<file path="src/dsgate_pkg.sv">
package dsgate_pkg;

    // ----------------------------------------------------------------
    // Register map
    // ----------------------------------------------------------------
    localparam logic [11:0] RUN_GATE_OFS = 12'h100;
    localparam logic [11:0] SLEEP_GATE_OFS = 12'h110;
    localparam logic [11:0] DEEP_GATE_OFS = 12'h120;
    localparam logic [11:0] CLK_CFG_OFS = 12'h060;
    localparam logic [11:0] MODE_OFS = 12'h130;
    localparam logic [11:0] IRQ_STAT_OFS = 12'h140;
    localparam logic [11:0] IRQ_MASK_OFS = 12'h144;

    // ----------------------------------------------------------------
    // Field layout
    // ----------------------------------------------------------------
    localparam int ADC_BIT = 16;
    localparam int RATE_HI = 9;
    localparam int RATE_LO = 8;
    localparam int HIB_BIT = 6;
    localparam int WDT_BIT = 3;
    localparam int ACG_BIT = 27;
    localparam logic [31:0] GATE_WMASK = 32'h0001_0348;
    localparam logic [31:0] GATE_RESET = 32'h0000_0040;
    localparam logic [31:0] RUN_RESET = 32'h0000_0040;
    localparam logic [31:0] CFG_WMASK = 32'h0800_0000;
    localparam logic [31:0] CFG_RESET = 32'h0000_0000;

    // Sample rate codes
    localparam logic [1:0] RATE_125K = 2'h0;
    localparam logic [1:0] RATE_250K = 2'h1;
    localparam logic [1:0] RATE_500K = 2'h2;

    // Interrupt status: fault on converter, watchdog, hibernate
    localparam int IRQ_W = 3;
    localparam int IRQ_ADC = 0;
    localparam int IRQ_WDT = 1;
    localparam int IRQ_HIB = 2;

    // Power modes
    typedef enum logic [2:0] {
        MODE_RUN = 3'h1,
        MODE_SLEEP = 3'h2,
        MODE_DEEP = 3'h4
    } power_mode_e;

    localparam logic [1:0] MODE_CODE_SLEEP = 2'h1;
    localparam logic [1:0] MODE_CODE_DEEP = 2'h2;

endpackage

</file>
<file path="src/gate_select.sv">
`timescale 1ns/1ps
`default_nettype none
module gate_select
    import dsgate_pkg::*;
(
    input wire logic [31:0] run_gate_i,   // Run mode enables
    input wire logic [31:0] sleep_gate_i, // Sleep mode enables
    input wire logic [31:0] deep_gate_i,  // Deep-sleep enables
    input wire logic auto_gate_i,         // Automatic gating on
    input wire power_mode_e mode_i,       // Current power mode
    output logic [31:0] active_o          // Selected enables
);

    always_comb begin
        active_o = run_gate_i;
        if (auto_gate_i) begin
            case (mode_i)
                MODE_SLEEP: active_o = sleep_gate_i;
                MODE_DEEP: active_o = deep_gate_i;
                default: active_o = run_gate_i;
            endcase
        end
    end

endmodule // gate_select
`default_nettype wire

</file>
<file path="src/deep_sleep_clock_gating.sv">
// Notes on behaviour
// - One clocks the unit; zero leaves it unclocked and disabled.
// - Access to a unit whose clock is off is answered with a bus fault.
// - Deep-sleep gating register resets to 0x00000040.
// - Bit 16 gates the converter clock, access faults when gated.
// - Bits 9:8 pick converter rate: 2=500K, 1=250K, 0=125K.
// - Bit 6 gates the hibernation module clock.
// - Bit 3 gates the watchdog clock, access faults when gated.
// - Reserved bits read zero and ignore writes.
// - Sleep and deep-sleep registers act only with automatic gating set.
// - Sleep register at 0x110, same layout and reset, used in sleep.
//
// Strobed register access is this design's own decision.
`timescale 1ns/1ps
`default_nettype none
module deep_sleep_clock_gating
    import dsgate_pkg::*;
#(
    parameter int REG_W = 32,             // Register width
    parameter int N_UNITS = 3             // Gated units with fault status
)
(
    input wire logic mclk_i,              // System clock
    input wire logic rst_b_i,             // Async reset, active low
    input wire logic [11:0] addr_i,       // Register byte address
    input wire logic [31:0] wdata_i,      // Write data
    input wire logic wr_i,                // Write strobe
    input wire logic rd_i,                // Read strobe
    output logic [31:0] rdata_o,          // Read data, cycle after read
    input wire logic per_sel_adc_i,       // Converter access request
    input wire logic per_sel_wdt_i,       // Watchdog access request
    input wire logic per_sel_hib_i,       // Hibernate access request
    output logic per_fault_o,             // Bus fault for gated access
    output logic adc_clk_en_o,            // Converter clock enable
    output logic hib_clk_en_o,            // Hibernate clock enable
    output logic wdt_clk_en_o,            // Watchdog clock enable
    output logic [1:0] converter_sample_rate_o, // Active rate code
    output logic irq_o                    // Interrupt, level
);

    // ----------------------------------------------------------------
    // Register state
    // ----------------------------------------------------------------
    logic [31:0] run_gate_reg, next_run_gate_reg;
    logic [31:0] sleep_gate_reg, next_sleep_gate_reg;
    logic [31:0] deep_gate_reg, next_deep_gate_reg;
    logic [31:0] run_clock_config, next_run_clock_config;
    power_mode_e mode, next_mode;
    logic [IRQ_W-1:0] irq_stat, next_irq_stat;
    logic [IRQ_W-1:0] irq_mask, next_irq_mask;
    logic [31:0] rdata, next_rdata;
    logic [31:0] active;
    logic auto_gating_select;
    logic [IRQ_W-1:0] fault_evt;

    assign auto_gating_select = run_clock_config[ACG_BIT];

    gate_select u_sel (
        .run_gate_i(run_gate_reg),
        .sleep_gate_i(sleep_gate_reg),
        .deep_gate_i(deep_gate_reg),
        .auto_gate_i(auto_gating_select),
        .mode_i(mode),
        .active_o(active)
    );

    // ----------------------------------------------------------------
    // Elaboration checks
    // ----------------------------------------------------------------
    if (REG_W != 32) begin : g_bad_width
        $error("register width must be 32");
    end
    if (N_UNITS != IRQ_W) begin : g_bad_units
        $error("unit count must match the status width");
    end

    // ----------------------------------------------------------------
    // Register writes and reads
    // ----------------------------------------------------------------
    always_comb begin
        next_run_gate_reg = run_gate_reg;
        next_sleep_gate_reg = sleep_gate_reg;
        next_deep_gate_reg = deep_gate_reg;
        next_run_clock_config = run_clock_config;
        next_mode = mode;
        next_irq_mask = irq_mask;
        next_rdata = 32'h0000_0000;
        if (wr_i) begin
            case (addr_i)
                RUN_GATE_OFS: next_run_gate_reg = wdata_i & GATE_WMASK;
                SLEEP_GATE_OFS: next_sleep_gate_reg = wdata_i & GATE_WMASK;
                DEEP_GATE_OFS: next_deep_gate_reg = wdata_i & GATE_WMASK;
                CLK_CFG_OFS: next_run_clock_config = wdata_i & CFG_WMASK;
                MODE_OFS: begin
                    case (wdata_i[1:0])
                        MODE_CODE_SLEEP: next_mode = MODE_SLEEP;
                        MODE_CODE_DEEP: next_mode = MODE_DEEP;
                        default: next_mode = MODE_RUN;
                    endcase
                end
                IRQ_MASK_OFS: next_irq_mask = wdata_i[IRQ_W-1:0];
                default: next_mode = mode;
            endcase
        end
        if (rd_i) begin
            case (addr_i)
                RUN_GATE_OFS: next_rdata = run_gate_reg;
                SLEEP_GATE_OFS: next_rdata = sleep_gate_reg;
                DEEP_GATE_OFS: next_rdata = deep_gate_reg;
                CLK_CFG_OFS: next_rdata = run_clock_config;
                MODE_OFS: begin
                    case (mode)
                        MODE_SLEEP: next_rdata = {30'h0, MODE_CODE_SLEEP};
                        MODE_DEEP: next_rdata = {30'h0, MODE_CODE_DEEP};
                        default: next_rdata = 32'h0000_0000;
                    endcase
                end
                IRQ_STAT_OFS: next_rdata = {{(32-IRQ_W){1'b0}}, irq_stat};
                IRQ_MASK_OFS: next_rdata = {{(32-IRQ_W){1'b0}}, irq_mask};
                default: next_rdata = 32'h0000_0000;
            endcase
        end
    end

    // ----------------------------------------------------------------
    // Gated-unit fault events and sticky status
    // ----------------------------------------------------------------
    logic next_fault;
    logic next_adc_en, next_hib_en, next_wdt_en;
    logic [1:0] next_rate;
    logic next_irq;

    always_comb begin
        fault_evt[IRQ_ADC] = per_sel_adc_i & ~active[ADC_BIT];
        fault_evt[IRQ_WDT] = per_sel_wdt_i & ~active[WDT_BIT];
        fault_evt[IRQ_HIB] = per_sel_hib_i & ~active[HIB_BIT];
        next_fault = |fault_evt;
        next_irq_stat = irq_stat;
        if (wr_i && addr_i == IRQ_STAT_OFS) begin
            next_irq_stat = irq_stat & ~wdata_i[IRQ_W-1:0];
        end
        next_irq_stat = next_irq_stat | fault_evt;
        next_irq = |(next_irq_stat & next_irq_mask);
        next_adc_en = active[ADC_BIT];
        next_hib_en = active[HIB_BIT];
        next_wdt_en = active[WDT_BIT];
        next_rate = active[RATE_HI:RATE_LO];
    end

    always_ff @(posedge mclk_i or negedge rst_b_i) begin
        if (!rst_b_i) begin
            run_gate_reg <= RUN_RESET;
            sleep_gate_reg <= GATE_RESET;
            deep_gate_reg <= GATE_RESET;
            run_clock_config <= CFG_RESET;
            mode <= MODE_RUN;
            irq_stat <= '0;
            irq_mask <= '0;
            rdata <= 32'h0000_0000;
            per_fault_o <= 1'b0;
            adc_clk_en_o <= 1'b0;
            hib_clk_en_o <= 1'b0;
            wdt_clk_en_o <= 1'b0;
            converter_sample_rate_o <= RATE_125K;
            irq_o <= 1'b0;
        end else begin
            run_gate_reg <= next_run_gate_reg;
            sleep_gate_reg <= next_sleep_gate_reg;
            deep_gate_reg <= next_deep_gate_reg;
            run_clock_config <= next_run_clock_config;
            mode <= next_mode;
            irq_stat <= next_irq_stat;
            irq_mask <= next_irq_mask;
            rdata <= next_rdata;
            per_fault_o <= next_fault;
            adc_clk_en_o <= next_adc_en;
            hib_clk_en_o <= next_hib_en;
            wdt_clk_en_o <= next_wdt_en;
            converter_sample_rate_o <= next_rate;
            irq_o <= next_irq;
        end
    end

    assign rdata_o = rdata;
endmodule // deep_sleep_clock_gating
`default_nettype wire

</file>
<file path="config.mk">
export PLATFORM = sky130hd
export DESIGN_NAME = deep_sleep_clock_gating
export DESIGN_NICKNAME = d
export VERILOG_FILES = /design/src/dsgate_pkg.sv /design/src/gate_select.sv /design/src/deep_sleep_clock_gating.sv
export SDC_FILE = /design/constraint.sdc
export NUM_CORES = 1
export LEC_CHECK = 0
export BUFFER_PORTS_ARGS = -buffer_cell sky130_fd_sc_hd__buf_2
export CAP_MARGIN = 20
export CORE_MARGIN = 2
export CORE_UTILIZATION = 48
export DETAILED_ROUTE_END_ITERATION = 10
export MAX_ROUTING_LAYER = met4
export PLACE_DENSITY_LB_ADDON = 0.3
export SLEW_MARGIN = 15
export SYNTH_ARGS = -nofsm -noshare
export SYNTH_HDL_FRONTEND = slang
export SYNTH_SLANG_ARGS = --single-unit
export TNS_END_PERCENT = 20
</file>
<file path="constraint.sdc">
create_clock -name mclk_i -period 1.8 [get_ports mclk_i]
set_input_delay 0.36 -clock mclk_i [delete_from_list [all_inputs] [get_ports mclk_i]]
set_output_delay 0.36 -clock mclk_i [all_outputs]
set_load 0.005 [all_outputs]
</file>
==> results.json <==
{
  "outcome": "complete, no violations",
  "dp_slack_ns": -0.116,
  "period_share_pct": 93.2,
  "wire_per_inst_um": 14.4,
  "hold_path_class": "in -> async",
  "drive_gt1_share_pct": 40.6,
  "chipHeight_um": 72.5,
  "cts_made_buffers": 5,
  "reg2reg_depth": 5,
  "maxCapViolations": 0,
  "worst_ep_arrival_time_ns": 1.89,
  "rr_endpoint": "irq_o$_DFF_PN0_",
  "power.total_mw": 1.72,
  "overflow": 0,
  "finalHoldViolations": 0,
  "port_buffers": 43,
  "routabilityCongestion": 0.840,
  "dp_hpwl_um": 3580,
  "drtIter0Drc": 82,
  "crit_family": "compound AO/OA/AOI/OAI gates",
  "final_cell_mix": "buf_2, dfrtp_1, conb_1, nor2_1, mux2_2",
  "crit_slowest_cell": "dfrtp_2",
  "firstDrtPassIters": 4,
  "synth_top_area_cell": "dfrtp_1",
  "cp_num_buf_inv": 0,
  "start_kind": "flip-flop",
  "nets": 323,
  "vdd_drop_max_v": 0.000335,
  "layout_commonest_cell": "buf_2",
  "grt_pass1_vias": 1517,
  "die_area_um2": 5260,
  "largest_reg_flops": 9,
  "core_um2": 4440,
  "final_antenna_net_count": 0,
  "grt_pass1_wl_um": 7500,
  "critPathMaxFanout": 13,
  "vias_per_cell": 5.07,
  "r2r-start": "mode[1]$_DFFE_PN0P_",
  "dp.cells": 315,
  "htreeDepth": 2,
  "crit_chain": "nor4b_1, o21ai_0, a31o_2, a2bb2o_2, o221ai_2",
  "ios": 90,
  "finish.utilization_pct": 59.9,
  "design_area_um2": 2660,
  "period_needed_ns": 1.68,
  "die_x_um": 72.5,
  "syn-cell-area_um2": 2250,
  "antenna_found_initial": 0,
  "synthCells": 208,
  "clk_pin_slew_ns": 0.08,
  "num_rows": 24,
  "postRouteWirelength_um": 4640,
  "syn_area_per_cell_um2": 10.8,
  "cts_tree": "done",
  "critPathRequiredTime_ns": 2.02,
  "yosysWarnings": 0,
  "vias": 1637,
  "crit_path_max_incr_delay_ns": 0.50,
  "powerDensity_nw_per_um2": 647,
  "fin_skew_ns": 0.00566,
  "r2r_slack_ns": 0.12,
  "dpl_cell_area_um2": 2550,
  "synth_top_area_share_pct": 41.1,
  "post_cts_buffers": 0,
  "crit_path_end_kind": "flip-flop",
  "antenna_cells": 0,
  "ys_seq_area_share_pct": 45.8,
  "start_util_pct": 50.7,
  "fin_cells": 323,
  "cts_num_sinks": 41,
  "drc": 0,
  "synth.area.top_cells": "dfrtp_1, mux2_2, buf_4, dfstp_2, mux2i_1",
  "ys_ff_latch": 41,
  "clockRootBuffer": "clkbuf_8",
  "area.growth.synth_to_final_pct": 18.2,
  "crit_type": "reg -> reg",
  "fmax_ghz": 0.596,
  "synth.distinct_cells": 43,
  "grt_max_degree": 22,
  "worst_slack_ns": 0.123,
  "track_usage_pct": 19.6,
  "finalSetupViolations": 0,
  "rsz0062_at_grt": "no",
  "clock_path_buffers": 2,
  "leakagePower_nw": 1.40,
  "drv_slew": 0,
  "worst_skew_pair.late_latency_ns": 0.29
}
==> metal layers <==
layer,share of wire [%],global-route usage [%]
met4,1.2,5.56
met1,46,26.1
met3,5.0,4.44
met2,48,30.5
met5,0,-
==> cells in the mapped netlist, drive strengths merged <==
| cell | n |
|---|---|
| a21oi | 7 |
| a22o | 4 |
| a22oi | 2 |
| a2bb2o | 1 |
| a31o | 2 |
| and2 | 3 |
| and3 | 6 |
| and4 | 1 |
| and4b | 1 |
| and4bb | 2 |
| buf | 28 |
| clkbuf | 1 |
| conb | 1 |
| dfrtp | 37 |
| dfstp | 4 |
| ha | 2 |
| inv | 11 |
| mux2 | 19 |
| mux2i | 10 |
| nand2 | 11 |
| nand2b | 3 |
| nand3 | 5 |
| nand4 | 1 |
| nor2 | 21 |
| nor2b | 2 |
| nor3 | 3 |
| nor3b | 4 |
| nor4 | 1 |
| nor4b | 2 |
| nor4bb | 2 |
| o21a | 1 |
| o21ai | 7 |
| o21bai | 1 |
| o221ai | 1 |
| or2 | 1 |
==> metrics by stage <==
stage               hold slack [ns]  TNS (ns)
floorplan                    0.0644         0
global placement              0.341    -0.630
detailed placement            0.346    -0.812
CTS                          0.0227         0
global route                 0.0549         0
finish                       0.0224         0
==> timing repair <==
| item | in CTS | in global routing |
|---|---|---|
| endpoints found under the setup margin | 0 | 1 |
| resized for setup | 0 | 2 |
| hold buffers | 0 | 0 |
==> kinds of logic (layout without fill, tap and decap cells) <==
| family | after synthesis | after routing | share of synthesized area [%] |
|---|---|---|---|
| flops | 41 | 41 | 45.8 |
| compound gates | 26 | 26 | 7.94 |
| fa+ha+maj | 2 | 2 | 1.11 |
| simple gates | 69 | 69 | 19.6 |
| mux | 29 | 29 | 13.9 |
| buf+inv | 40 | 81 | 11.4 |
| other cells | 1 | 23 | 0.167 |
==> how the worst max path moves through the flow <==
stage                     slack (ns)                start                      endpoint  cells after the start
final                           0.12  mode[1]$_DFFE_PN0P_               irq_o$_DFF_PN0_                      5
after global routing            0.03  mode[0]$_DFFE_PN1P_               irq_o$_DFF_PN0_                      5
after CTS                       0.06  mode[1]$_DFFE_PN0P_               irq_o$_DFF_PN0_                      5
after detailed placement       -0.12            addr_i[1]  run_gate_reg[16]$_DFFE_PN0P_                      7
after global placement         -0.09            addr_i[9]  run_gate_reg[16]$_DFFE_PN0P_                      7
after floorplan                 0.07            addr_i[2]  run_gate_reg[16]$_DFFE_PN0P_                      6
==> worst reg2reg max path, cell delays in order (launching register included) <==
cell and delay, ns:
dfrtp_2 0.50, nor4b_1 0.33, o21ai_0 0.17, a31o_2 0.28
a2bb2o_2 0.27, o221ai_2 0.06
==> layout make-up <==
cell class / instances / area [um2]
repair buffers: 62 / 370
inverters: 11 / 41.3
well taps: 52 / 65.1
clock buffers: 7 / 96.3
flip-flops and latches: 41 / 1030
fillers: 408 / 1780
multi-input cells: 149 / 1050
clock inverters: 1 / 5.00
==> power breakdown <==
part           total (mW)  leakage, nW  switching, mW  internal (mW)
clock network       0.656       0.0542          0.310          0.346
logic               0.138        0.813         0.0820         0.0560
registers           0.927        0.536        0.00243          0.925
No activity file was read; power rests on OpenSTA's default activity.
